[src/touch_state_pkg.sv]
// constants shared by the touch sensor state control block
package touch_state_pkg;
  localparam int NUM_SENSORS = 8;
  localparam int CLK_HZ      = 25_000_000;
  // time base: one tick every 20 ms drives auto reset and led on-time
  localparam int TICK_MS     = 20;
  localparam int TICK_CYCLES = CLK_HZ / 1000 * TICK_MS;
  localparam int RESET_SHORT_S = 5;
  localparam int RESET_LONG_S  = 20;
  localparam logic [9:0] RESET_SHORT_TICKS =
    10'(RESET_SHORT_S * 1000 / TICK_MS);
  localparam logic [9:0] RESET_LONG_TICKS =
    10'(RESET_LONG_S * 1000 / TICK_MS);
  localparam logic [6:0] LED_TIME_MAX = 7'h64;
  // attention pulse width and least spacing (one refresh interval)
  localparam int ATTN_PULSE_US  = 10;
  localparam int ATTN_PULSE_CYCLES = CLK_HZ / 1_000_000 * ATTN_PULSE_US;
  localparam int REFRESH_MS     = 100;
  localparam int REFRESH_CYCLES = CLK_HZ / 1000 * REFRESH_MS;
  // register word addresses
  localparam logic [7:0] ADDR_CTRL     = 8'h00;
  localparam logic [7:0] ADDR_KIND     = 8'h01;
  localparam logic [7:0] ADDR_SENS     = 8'h02;
  localparam logic [7:0] ADDR_OUTMODE  = 8'h03;
  localparam logic [7:0] ADDR_HOST_OUT = 8'h04;
  localparam logic [7:0] ADDR_LED      = 8'h05;
  localparam logic [7:0] ADDR_OVERRIDE = 8'h06;
  localparam logic [7:0] ADDR_STATUS   = 8'h07;
  localparam logic [7:0] ADDR_LATCH    = 8'h08;
  localparam logic [7:0] ADDR_NOISE    = 8'h09;
  localparam logic [7:0] ADDR_CFG_THR  = 8'h0A;
  // control register bits
  localparam int CTRL_AUTO_THR   = 0;
  localparam int CTRL_NOISE_IMM  = 1;
  localparam int CTRL_AUTO_RESET = 2;
  localparam int CTRL_PROX_LONG  = 3;
  localparam int CTRL_BTN_LONG   = 4;
  localparam logic [4:0] CTRL_RESET = 5'h01;
  // sensor kind codes, two bits per sensor
  localparam logic [1:0] KIND_BUTTON = 2'h0;
  localparam logic [1:0] KIND_SLIDER = 2'h1;
  localparam logic [1:0] KIND_PROX   = 2'h2;
  localparam logic [1:0] KIND_GUARD  = 2'h3;
  localparam logic [7:0] CFG_THR_RESET = 8'h40;
  localparam logic [8:0] AUTO_THR_MARGIN = 9'h010;
endpackage : touch_state_pkg

[src/sensor_channel.sv]
// one sensor: auto reset, toggle, led on-time and output pin state
`timescale 1ns/1ns
module sensor_channel (
  input  wire logic       clk_sys_in,
  input  wire logic       rst_in,
  input  wire logic       active_in,
  input  wire logic       tick_in,
  input  wire logic       auto_reset_en_in,
  input  wire logic       long_period_in,
  input  wire logic       exempt_in,
  input  wire logic       toggle_en_in,
  input  wire logic       led_en_in,
  input  wire logic [6:0] led_time_in,
  input  wire logic       host_ctrl_in,
  input  wire logic       host_level_in,
  output logic            reported_out,
  output logic            reload_out,
  output logic            pin_out
);
  typedef struct packed {
    logic       reported;
    logic       stuck;
    logic [9:0] timer;
    logic [6:0] led;
    logic       toggle;
    logic       reload;
    logic       pin;
  } chan_state_type;

  chan_state_type s;
  chan_state_type next_s;
  logic [9:0]     limit;

  always_comb begin
    next_s = s;
    next_s.reload = 1'b0;
    limit = long_period_in ? touch_state_pkg::RESET_LONG_TICKS
                           : touch_state_pkg::RESET_SHORT_TICKS; // RL11
    if (!active_in || !auto_reset_en_in || exempt_in) begin
      next_s.timer = 10'h000; // RL19
      next_s.stuck = active_in && s.stuck;
    end else if (!s.stuck && tick_in) begin
      if (s.timer == limit - 10'h001) begin
        next_s.stuck  = 1'b1; // RL9
        next_s.timer  = 10'h000; // RL19
        next_s.reload = 1'b1; // RL10
      end else begin
        next_s.timer = s.timer + 10'h001;
      end
    end
    next_s.reported = active_in && !next_s.stuck; // RL9
    if (next_s.reported && !s.reported) begin
      next_s.toggle = ~s.toggle; // RL16
    end
    // led hold is not granted when auto reset turned the sensor off
    if (next_s.reported || next_s.stuck) begin
      next_s.led = 7'h00;
    end else if (s.reported && led_en_in) begin
      next_s.led = led_time_in; // RL17
    end else if (tick_in && s.led != 7'h00) begin
      next_s.led = s.led - 7'h01; // RL17
    end
    if (host_ctrl_in) begin
      next_s.pin = host_level_in; // RL18
    end else if (toggle_en_in) begin
      next_s.pin = next_s.toggle; // RL16
    end else begin
      next_s.pin = next_s.reported || next_s.led != 7'h00; // RL17
    end
  end

  always_ff @(posedge clk_sys_in or posedge rst_in) begin
    if (rst_in) begin
      s <= '0;
    end else begin
      s <= next_s;
    end
  end

  assign reported_out = s.reported;
  assign reload_out   = s.reload;
  assign pin_out      = s.pin;
endmodule : sensor_channel

[src/attention_pulse_gen.sv]
// active-low attention pulse with a least spacing between pulses
`timescale 1ns/1ns
module attention_pulse_gen #(
  parameter int PULSE_CYCLES = 250,
  parameter int GAP_CYCLES   = 2_500_000
) (
  input  wire logic clk_sys_in,
  input  wire logic rst_in,
  input  wire logic event_in,
  output logic      attention_n_out,
  output logic      attention_oe_out
);
  typedef struct packed {
    logic        pending;
    logic [21:0] pulse;
    logic [21:0] gap;
    logic        level_n;
  } attn_state_type;

  attn_state_type s;
  attn_state_type next_s;
  logic [21:0]    low_len;

  always_comb begin
    next_s = s;
    if (s.pulse != 22'h00_0000) begin
      next_s.pulse = s.pulse - 22'h00_0001;
    end
    if (s.gap != 22'h00_0000) begin
      next_s.gap = s.gap - 22'h00_0001;
    end
    if (s.pending && s.gap == 22'h00_0000) begin
      next_s.pending = 1'b0;
      next_s.pulse   = 22'(PULSE_CYCLES); // RL20
      next_s.gap     = 22'(GAP_CYCLES); // RL20
    end
    // a change seen while a pulse starts is held, not lost
    if (event_in) begin
      next_s.pending = 1'b1; // RL15
    end
    next_s.level_n = next_s.pulse == 22'h00_0000; // RL20
  end

  always_ff @(posedge clk_sys_in or posedge rst_in) begin
    if (rst_in) begin
      s <= '{pending: 1'b0, pulse: 22'h00_0000, gap: 22'h00_0000,
             level_n: 1'b1};
      low_len <= 22'h00_0000;
    end else begin
      s <= next_s;
      low_len <= s.level_n ? 22'h00_0000 : low_len + 22'h00_0001;
    end
  end

  assign attention_n_out  = s.level_n;
  assign attention_oe_out = !s.level_n;
endmodule : attention_pulse_gen

[src/touch_sensor_state_control.sv]
// touch sensor state control: thresholds, auto reset, status, outputs
//
// Operation
// RL1 - auto thresholds for buttons follow measured noise while running
// RL2 - host-writable control bit enables automatic thresholding
// RL3 - auto thresholds apply to buttons only; others keep configured value
// RL4 - noise immunity algorithm enabled forces auto thresholding off
// RL5 - host-written threshold values override calculated thresholds
// RL6 - sensitivity sets least capacitance change flipping sensor state
// RL7 - each button and slider has its own sensitivity selection
// RL8 - sensitivity is two bits: 0.1, 0.2, 0.3 or 0.4 pF
// RL9 - sensor active for the auto reset period is reported off
// RL10 - auto reset reloads the sensor baseline from its raw count
// RL11 - auto reset period selectable as 5 or 20 seconds
// RL12 - one period setting for proximity, one for buttons and sliders
// RL13 - guard sensor never undergoes auto reset
// RL14 - latched activation persists until host reads it
// RL15 - any sensor status change raises the host interrupt
// RL16 - toggle mode inverts the output on each new activation
// RL17 - led on-time holds the output on after release
// RL18 - host-controlled outputs follow the level written by the host
// RL19 - auto reset timer counts only while active, restarts otherwise
// RL20 - interrupt is an active-low pulse, spaced by one refresh interval
//
// The address-and-strobe port and the register addresses were decided locally.
`timescale 1ns/1ns
module touch_sensor_state_control #(
  parameter int TICK_CYCLES    = touch_state_pkg::TICK_CYCLES,
  parameter int REFRESH_CYCLES = touch_state_pkg::REFRESH_CYCLES
) (
  input  wire logic        clk_sys_in,
  input  wire logic        rst_in,
  input  wire logic [7:0]  reg_addr_in,
  input  wire logic [15:0] reg_wdata_in,
  input  wire logic        reg_wr_in,
  input  wire logic        reg_rd_in,
  output logic      [15:0] reg_rdata_out,
  input  wire logic [7:0]  sense_active_in,
  input  wire logic [7:0]  noise_level_in,
  output logic      [63:0] threshold_out,
  output logic      [15:0] sensitivity_out,
  output logic      [7:0]  baseline_reload_out,
  output logic      [7:0]  general_output_pin_out,
  output logic             host_attention_pulse_n_out,
  output logic             host_attention_pulse_oe_out
);
  localparam int N = touch_state_pkg::NUM_SENSORS;

  typedef struct packed {
    logic [4:0]  ctrl;
    logic [15:0] kind;
    logic [15:0] sens;
    logic [7:0]  toggle_en;
    logic [7:0]  host_ctrl;
    logic [7:0]  host_out;
    logic [6:0]  led_time;
    logic [7:0]  led_en;
    logic [7:0]  ovr_val;
    logic [7:0]  ovr_en;
    logic [7:0]  cfg_thr;
    logic [7:0]  latch;
    logic [7:0]  prev_status;
    logic        change;
    logic [63:0] thr;
    logic [15:0] rdata;
    logic [18:0] tick_cnt;
    logic        tick;
  } top_state_type;

  top_state_type s;
  top_state_type next_s;
  logic [7:0]    status;
  logic [7:0]    reload;
  logic [7:0]    pins;
  logic [7:0]    is_button;
  logic [7:0]    is_prox;
  logic [7:0]    is_guard;
  logic          auto_active;
  logic [8:0]    auto_sum;
  logic [7:0]    auto_thr;

  ////////////////////////////////////////////////////////////////////////
  // per-sensor channels

  generate
    for (genvar i = 0; i < N; i++) begin : g_chan
      assign is_button[i] = s.kind[2*i +: 2] == touch_state_pkg::KIND_BUTTON;
      assign is_prox[i]   = s.kind[2*i +: 2] == touch_state_pkg::KIND_PROX;
      assign is_guard[i]  = s.kind[2*i +: 2] == touch_state_pkg::KIND_GUARD;
      sensor_channel u_chan (
        .clk_sys_in       (clk_sys_in),
        .rst_in           (rst_in),
        .active_in        (sense_active_in[i]),
        .tick_in          (s.tick),
        .auto_reset_en_in (s.ctrl[touch_state_pkg::CTRL_AUTO_RESET]),
        .long_period_in   (is_prox[i] ?
                           s.ctrl[touch_state_pkg::CTRL_PROX_LONG] :
                           s.ctrl[touch_state_pkg::CTRL_BTN_LONG]), // RL12
        .exempt_in        (is_guard[i]), // RL13
        .toggle_en_in     (s.toggle_en[i]),
        .led_en_in        (s.led_en[i]),
        .led_time_in      (s.led_time),
        .host_ctrl_in     (s.host_ctrl[i]),
        .host_level_in    (s.host_out[i]),
        .reported_out     (status[i]),
        .reload_out       (reload[i]),
        .pin_out          (pins[i])
      );
    end
  endgenerate

  ////////////////////////////////////////////////////////////////////////
  // automatic threshold

  // noise immunity and auto threshold cannot run together
  assign auto_active = s.ctrl[touch_state_pkg::CTRL_AUTO_THR] &&
                       !s.ctrl[touch_state_pkg::CTRL_NOISE_IMM]; // RL4
  // threshold is one and a half times the noise plus a margin
  assign auto_sum = {1'b0, noise_level_in} + {2'b00, noise_level_in[7:1]}
                  + touch_state_pkg::AUTO_THR_MARGIN; // RL1
  assign auto_thr = auto_sum[8] ? 8'hFF : auto_sum[7:0];

  ////////////////////////////////////////////////////////////////////////
  // register file and state update

  always_comb begin
    next_s = s;
    next_s.rdata = 16'h0000;
    // time base
    next_s.tick = 1'b0;
    if (s.tick_cnt == 19'(TICK_CYCLES - 1)) begin
      next_s.tick_cnt = 19'h0_0000;
      next_s.tick     = 1'b1;
    end else begin
      next_s.tick_cnt = s.tick_cnt + 19'h0_0001;
    end
    // writes
    if (reg_wr_in) begin
      if (reg_addr_in == touch_state_pkg::ADDR_CTRL) begin
        next_s.ctrl = reg_wdata_in[4:0]; // RL2
      end else if (reg_addr_in == touch_state_pkg::ADDR_KIND) begin
        next_s.kind = reg_wdata_in;
      end else if (reg_addr_in == touch_state_pkg::ADDR_SENS) begin
        next_s.sens = reg_wdata_in; // RL7
      end else if (reg_addr_in == touch_state_pkg::ADDR_OUTMODE) begin
        next_s.toggle_en = reg_wdata_in[7:0];
        next_s.host_ctrl = reg_wdata_in[15:8];
      end else if (reg_addr_in == touch_state_pkg::ADDR_HOST_OUT) begin
        next_s.host_out = reg_wdata_in[7:0]; // RL18
      end else if (reg_addr_in == touch_state_pkg::ADDR_LED) begin
        next_s.led_time = reg_wdata_in[6:0] > touch_state_pkg::LED_TIME_MAX
                        ? touch_state_pkg::LED_TIME_MAX : reg_wdata_in[6:0];
        next_s.led_en   = reg_wdata_in[15:8];
      end else if (reg_addr_in == touch_state_pkg::ADDR_OVERRIDE) begin
        next_s.ovr_val = reg_wdata_in[7:0]; // RL5
        next_s.ovr_en  = reg_wdata_in[15:8];
      end else if (reg_addr_in == touch_state_pkg::ADDR_CFG_THR) begin
        next_s.cfg_thr = reg_wdata_in[7:0];
      end
    end
    // reads: data stands in the following cycle only
    if (reg_rd_in) begin
      if (reg_addr_in == touch_state_pkg::ADDR_CTRL) begin
        next_s.rdata = {11'h000, s.ctrl};
      end else if (reg_addr_in == touch_state_pkg::ADDR_KIND) begin
        next_s.rdata = s.kind;
      end else if (reg_addr_in == touch_state_pkg::ADDR_SENS) begin
        next_s.rdata = s.sens;
      end else if (reg_addr_in == touch_state_pkg::ADDR_OUTMODE) begin
        next_s.rdata = {s.host_ctrl, s.toggle_en};
      end else if (reg_addr_in == touch_state_pkg::ADDR_HOST_OUT) begin
        next_s.rdata = {8'h00, s.host_out};
      end else if (reg_addr_in == touch_state_pkg::ADDR_LED) begin
        next_s.rdata = {s.led_en, 1'b0, s.led_time};
      end else if (reg_addr_in == touch_state_pkg::ADDR_OVERRIDE) begin
        next_s.rdata = {s.ovr_en, s.ovr_val};
      end else if (reg_addr_in == touch_state_pkg::ADDR_STATUS) begin
        next_s.rdata = {8'h00, s.prev_status};
      end else if (reg_addr_in == touch_state_pkg::ADDR_LATCH) begin
        next_s.rdata = {8'h00, s.latch}; // RL14
      end else if (reg_addr_in == touch_state_pkg::ADDR_NOISE) begin
        next_s.rdata = {8'h00, noise_level_in};
      end else if (reg_addr_in == touch_state_pkg::ADDR_CFG_THR) begin
        next_s.rdata = {8'h00, s.cfg_thr};
      end
    end
    // latch clears on read, but a new activation in that cycle wins
    if (reg_rd_in && reg_addr_in == touch_state_pkg::ADDR_LATCH) begin
      next_s.latch = 8'h00; // RL14
    end
    next_s.latch       = next_s.latch | (status & ~s.prev_status); // RL14
    next_s.prev_status = status;
    next_s.change      = status != s.prev_status; // RL15
    // thresholds per sensor
    for (int i = 0; i < N; i++) begin
      if (s.ovr_en[i]) begin
        next_s.thr[8*i +: 8] = s.ovr_val; // RL5
      end else if (auto_active && is_button[i]) begin
        next_s.thr[8*i +: 8] = auto_thr; // RL1 RL3
      end else begin
        next_s.thr[8*i +: 8] = s.cfg_thr; // RL3
      end
    end
  end

  always_ff @(posedge clk_sys_in or posedge rst_in) begin
    if (rst_in) begin
      s         <= '0;
      s.ctrl    <= touch_state_pkg::CTRL_RESET;
      s.cfg_thr <= touch_state_pkg::CFG_THR_RESET;
      s.thr     <= {N{touch_state_pkg::CFG_THR_RESET}};
    end else begin
      s <= next_s;
    end
  end

  ////////////////////////////////////////////////////////////////////////
  // outputs

  attention_pulse_gen #(
    .PULSE_CYCLES (touch_state_pkg::ATTN_PULSE_CYCLES),
    .GAP_CYCLES   (REFRESH_CYCLES)
  ) u_attn (
    .clk_sys_in       (clk_sys_in),
    .rst_in           (rst_in),
    .event_in         (s.change), // RL15
    .attention_n_out  (host_attention_pulse_n_out),
    .attention_oe_out (host_attention_pulse_oe_out)
  );

  assign reg_rdata_out          = s.rdata;
  assign threshold_out          = s.thr;
  assign sensitivity_out        = s.sens; // RL6 RL8
  assign baseline_reload_out    = reload; // RL10
  assign general_output_pin_out = pins;
endmodule : touch_sensor_state_control

[config.mk]
export PLATFORM = sky130hd
export DESIGN_NAME = touch_sensor_state_control
export DESIGN_NICKNAME = d
export VERILOG_FILES = /design/src/touch_state_pkg.sv /design/src/sensor_channel.sv /design/src/attention_pulse_gen.sv /design/src/touch_sensor_state_control.sv
export SDC_FILE = /design/constraint.sdc
export NUM_CORES = 1
export LEC_CHECK = 0
export BUFFER_PORTS_ARGS = -buffer_cell sky130_fd_sc_hd__buf_2
export CORE_MARGIN = 5
export CORE_UTILIZATION = 54
export CTS_CLUSTER_DIAMETER = 100
export CTS_CLUSTER_SIZE = 28
export DETAILED_ROUTE_END_ITERATION = 7
export GPL_ROUTABILITY_DRIVEN = 1
export GPL_TIMING_DRIVEN = 0
export PLACE_DENSITY = 0.72
export SYNTH_ARGS = -nofsm -noshare
export SYNTH_HDL_FRONTEND = slang
export SYNTH_HIERARCHICAL = 1
export SYNTH_SLANG_ARGS = --single-unit
[constraint.sdc]
create_clock -name clk_sys_in -period 10.2 [get_ports clk_sys_in]
set_input_delay 2.04 -clock clk_sys_in [delete_from_list [all_inputs] [get_ports clk_sys_in]]
set_output_delay 2.04 -clock clk_sys_in [all_outputs]
set_load 0.05 [all_outputs]
==> impl_metrics.csv <==
group,metric,value,unit
outcome,outcome,"completed",
logic_synthesis,syn_avg_cell_area,9.746,sq um
global_route,grt_pass1_wl,110300,microns
worst_setup_path,reg2reg_slack,6.55,ns
pwr,net-switching-power,1031,uW
logic_synthesis,syn_inst,2502,
logic_synthesis,synth-edff-count,0,
routing,drt_wl_total,69850,microns
layout,drive_gt1_share,20.19,%
logic_synthesis,ys_ff_latch,439,
layout,synthToLayoutAreaGrowth,8.867,%
placement,port_buffers,155,
logic_synthesis,muxShareOfSynthArea,6.768,%
logic_synthesis,synthArstFlopShare,100.0,%
floorplanning,rows,77,
logic_synthesis,yosys.area_share.adder,2.699,%
logic_synthesis,synth_compound_area_share,14.39,%
timing,fin_crit_sh,43.64,%
clock_tree,h-tree-depth,1,
global_route,grt_pass1_vias,19860,
run,maxCapViolations,0,
clock_tree,cts_tree,"yes",
logic_synthesis,yosys.area.top_type,"dfrtp_1",
global_route,antenna_found_initial,9,
pwr,p_int,2370,uW
timing,slew_headroom,15.27,%
clock_tree,clk_latency,0.57,ns
pwr,seqPwrFrac,55.5,%
timing,setup_viol,0,
routing,drcViolationCount,0,
logic_synthesis,yosysWarnings,6,
logic_synthesis,yosysTopAreaCellShare,43.92,%
clock_tree,postCtsSetupRepairBufs,0,
logic_synthesis,synth-simple-area-share,22.38,%
layout,multi_input_area,11780,sq um
clock_tree,numCtsBuffers,19,
global_route,overflow,0,
routing,routedWlPerCell,21.20,microns
logic_synthesis,synth_top_family_by_area,"simple AND/OR/NAND/NOR gates",
logic_synthesis,synth_cell_types,94,
pwr,p_leak,0.01237,uW
worst_setup_path,cp.arrival,4.83,ns
timing,finalMaxSlewViolations,0,
layout,nNetsFinal,2777,
logic_synthesis,synth_area_leaders,"dfrtp_1, mux2_2, nor2_1",
placement,dp_hpwl,51380,microns
floorplanning,die_h,222.5,microns
worst_setup_path,critPathKind,"in -> reg",
timing,rsz0062_at_grt,"no",
logic_synthesis,synth_area,24380,sq um
floorplanning,fp.dieW,222.5,microns
routing,via_count,20260,
pwr,powerDensity,128.1,nW/um^2
worst_setup_path,timing.rr.end,"u_attn/attention_n_out",
worst_setup_path,crit_start,"noise_level_in[5]",
worst_setup_path,cp-start-kind,"input port",
layout,ff_latch_area,11000,sq um
clock_tree,clk_path_buf_depth,3,
timing,worst_slack,5.748,ns
worst_setup_path,crit_fanout,8,
global_route,gr-usage-all-layers,27.43,%
pwr,p_sw_share,30.32,%
logic_synthesis,synth_xor_area_share,2.083,%
timing,hold_viol,0,
clock_tree,ctsHoldBuffers,0,
pwr,clkPwrFrac,26.9,%
routing,via_per_inst,6.149,
global_route,grt_max_degree,81,
pwr,p_comb_share,17.6,%
logic_synthesis,syn_nets,2598,
logic_synthesis,yosysSeqAreaShare,45.11,%
worst_setup_path,crit_path_end_kind,"flip-flop",
worst_setup_path,critical_path.endpoint,"threshold_out[12]",
floorplanning,core_area,44410,sq um
clock_tree,cts.repair.resized,0,
layout,fin_util,59.77,%
timing,max_freq,0.2246,GHz
placement,gp_congestion,0.9778,
clock_tree,cts.sinks,439,
floorplanning,start_util,54.90,%
routing,firstDrtPassIters,6,
worst_setup_path,r2r_start,"u_attn/s[23]",
layout,fillers,3773,
logic_synthesis,synthFlopType,"dfrtp_1",
worst_setup_path,critPathRequiredTime,10.58,ns
timing,finalClockSkew,0.03050,ns
hold_path,hp-class,"reg -> reg",
timing,min_period,4.452,ns
routing,drtIter0Drc,1940,
pwr,vdd_drop_max,0.1150,mV
timing,worst_pin_slew,1.260,ns
floorplanning,dieArea,49500,sq um
clock_tree,clock-root-buffer,"clkbuf_16",
timing,hold_ws,0.4603,ns
clock_tree,path_clk_slew,0.11,ns
worst_setup_path,reg2reg_depth,10,
placement,preCtsSetupSlack,5.255,ns
routing,ant_nets,0,
floorplanning,io_pins,158,
worst min path at each step:
stage | startpoint | to | depth (start not counted)
6_report | s[100] | u_attn/s[45] | 1
3_5_place_dp | s[100] | u_attn/s[45] | 1
5_1_grt | s[100] | u_attn/s[45] | 1
2_1_floorplan | s[100] | u_attn/s[45] | 1
3_3_place_gp | s[100] | u_attn/s[45] | 1
4_1_cts | s[100] | u_attn/s[45] | 1
state kept, by name (all words and copies together) (netlist names):
name and count:
g_chan.u_chan/s 152, s 121, threshold_out 64, u_attn/s 45, reg_rdata_out 16, sensitivity_out 16
g_chan.u_chan/pin_out 8, g_chan.u_chan/reload_out 8, g_chan.u_chan/reported_out 8, u_attn/attention_n_out 1
worst max-delay path, stage by stage:
cell and delay [ns]:
buf_2 0.15, inv_1 0.06, ha_1 0.26, inv_1 0.04, ha_1 0.35, and2_1 0.19, a221oi_1 0.56, a21oi_1 0.29
nor3_2 0.65, a221oi_1 0.24
synthesized netlist by cell type, types with 45 or more instances:
| library cell | n |
|---|---|
| o21ai_0 | 100 |
| ha_1 | 51 |
| dfrtp_1 | 428 |
| inv_1 | 98 |
| nor2_1 | 243 |
| mux2_2 | 112 |
| or3_1 | 66 |
| nand2_1 | 174 |
| o31ai_1 | 67 |
| nand2b_1 | 45 |
| a21oi_1 | 100 |
| nand3_1 | 64 |
| buf_4 | 107 |
| nor3_1 | 87 |
| clkbuf_1 | 52 |
placed cells by master, fill, tap and decap left out, types with 14 or more instances in the layout:
cell	count
a21oi_1	100
xor2_1	23
or4_1	15
o21ai_0	100
nor2_1	243
a31oi_1	15
a21o_1	43
ha_1	51
clkbuf_1	65
nand3_1	64
nor3b_1	37
nand2_1	174
nor4_1	43
buf_2	183
and3_1	18
inv_1	96
nand4bb_1	14
dfrtp_1	427
nor3_1	87
nand4_1	25
buf_4	107
a311oi_1	23
mux2i_1	31
a211oi_1	31
clkbuf_16	19
nand2b_1	45
a21o_2	15
xnor2_1	35
o31ai_1	67
and2_1	18
buf_1	15
or3_1	66
or2_1	18
mux2_2	112
kinds of logic after synthesis:
kind of cell / Yosys count
xor+xnor: 58
fa+ha+maj: 52
flops: 439
buf+inv: 305
compound gates: 510
mux: 147
simple gates: 991
area by class of cell:
cell class                 count  area share [%]
antenna                        8         0.07541
buffer                       204           4.586
clock buffer                  32           1.975
clock inverter                 2         0.06599
inverter                     101           1.475
multi-input combinational   1758           44.39
sequential                   439           41.44
tap                          592           2.790
timing repair buffer         158           3.205
power by group through the flow:
stage	Sequential (uW)	Clock (uW)	Combinational (uW)
floorplan	1910	0	416
global placement	1920	0	574
detailed placement	1920	0	591
CTS	1890	940	593
global route	1900	1000	643
finish	1890	914	598
layer usage:
metal	track usage [%]	wire length (microns)	part of all wire, %
met4	9.921	2500	3.6
met1	38.48	29870	43
met2	43.79	31840	46
met5	0	48	0.069
met3	4.039	5580	8.0
metrics by stage:
| step | power [uW] | instance area, sq um | TNS, ns | std cells |
|---|---|---|---|---|
| final | 3401 | 26550 | 0 | 3294 |
| after global routing | 3540 | 26540 | 0 | 3292 |
| after CTS | 3420 | 26530 | 0 | 3286 |
| after detailed placement | 2511 | 25980 | 0 | 3252 |
| after global placement | 2492 | 25900 | -12.37 | 3249 |
| after floorplan | 2324 | 24380 | 0 | 2502 |
Note: power is estimated with default switching activity, not from simulation.
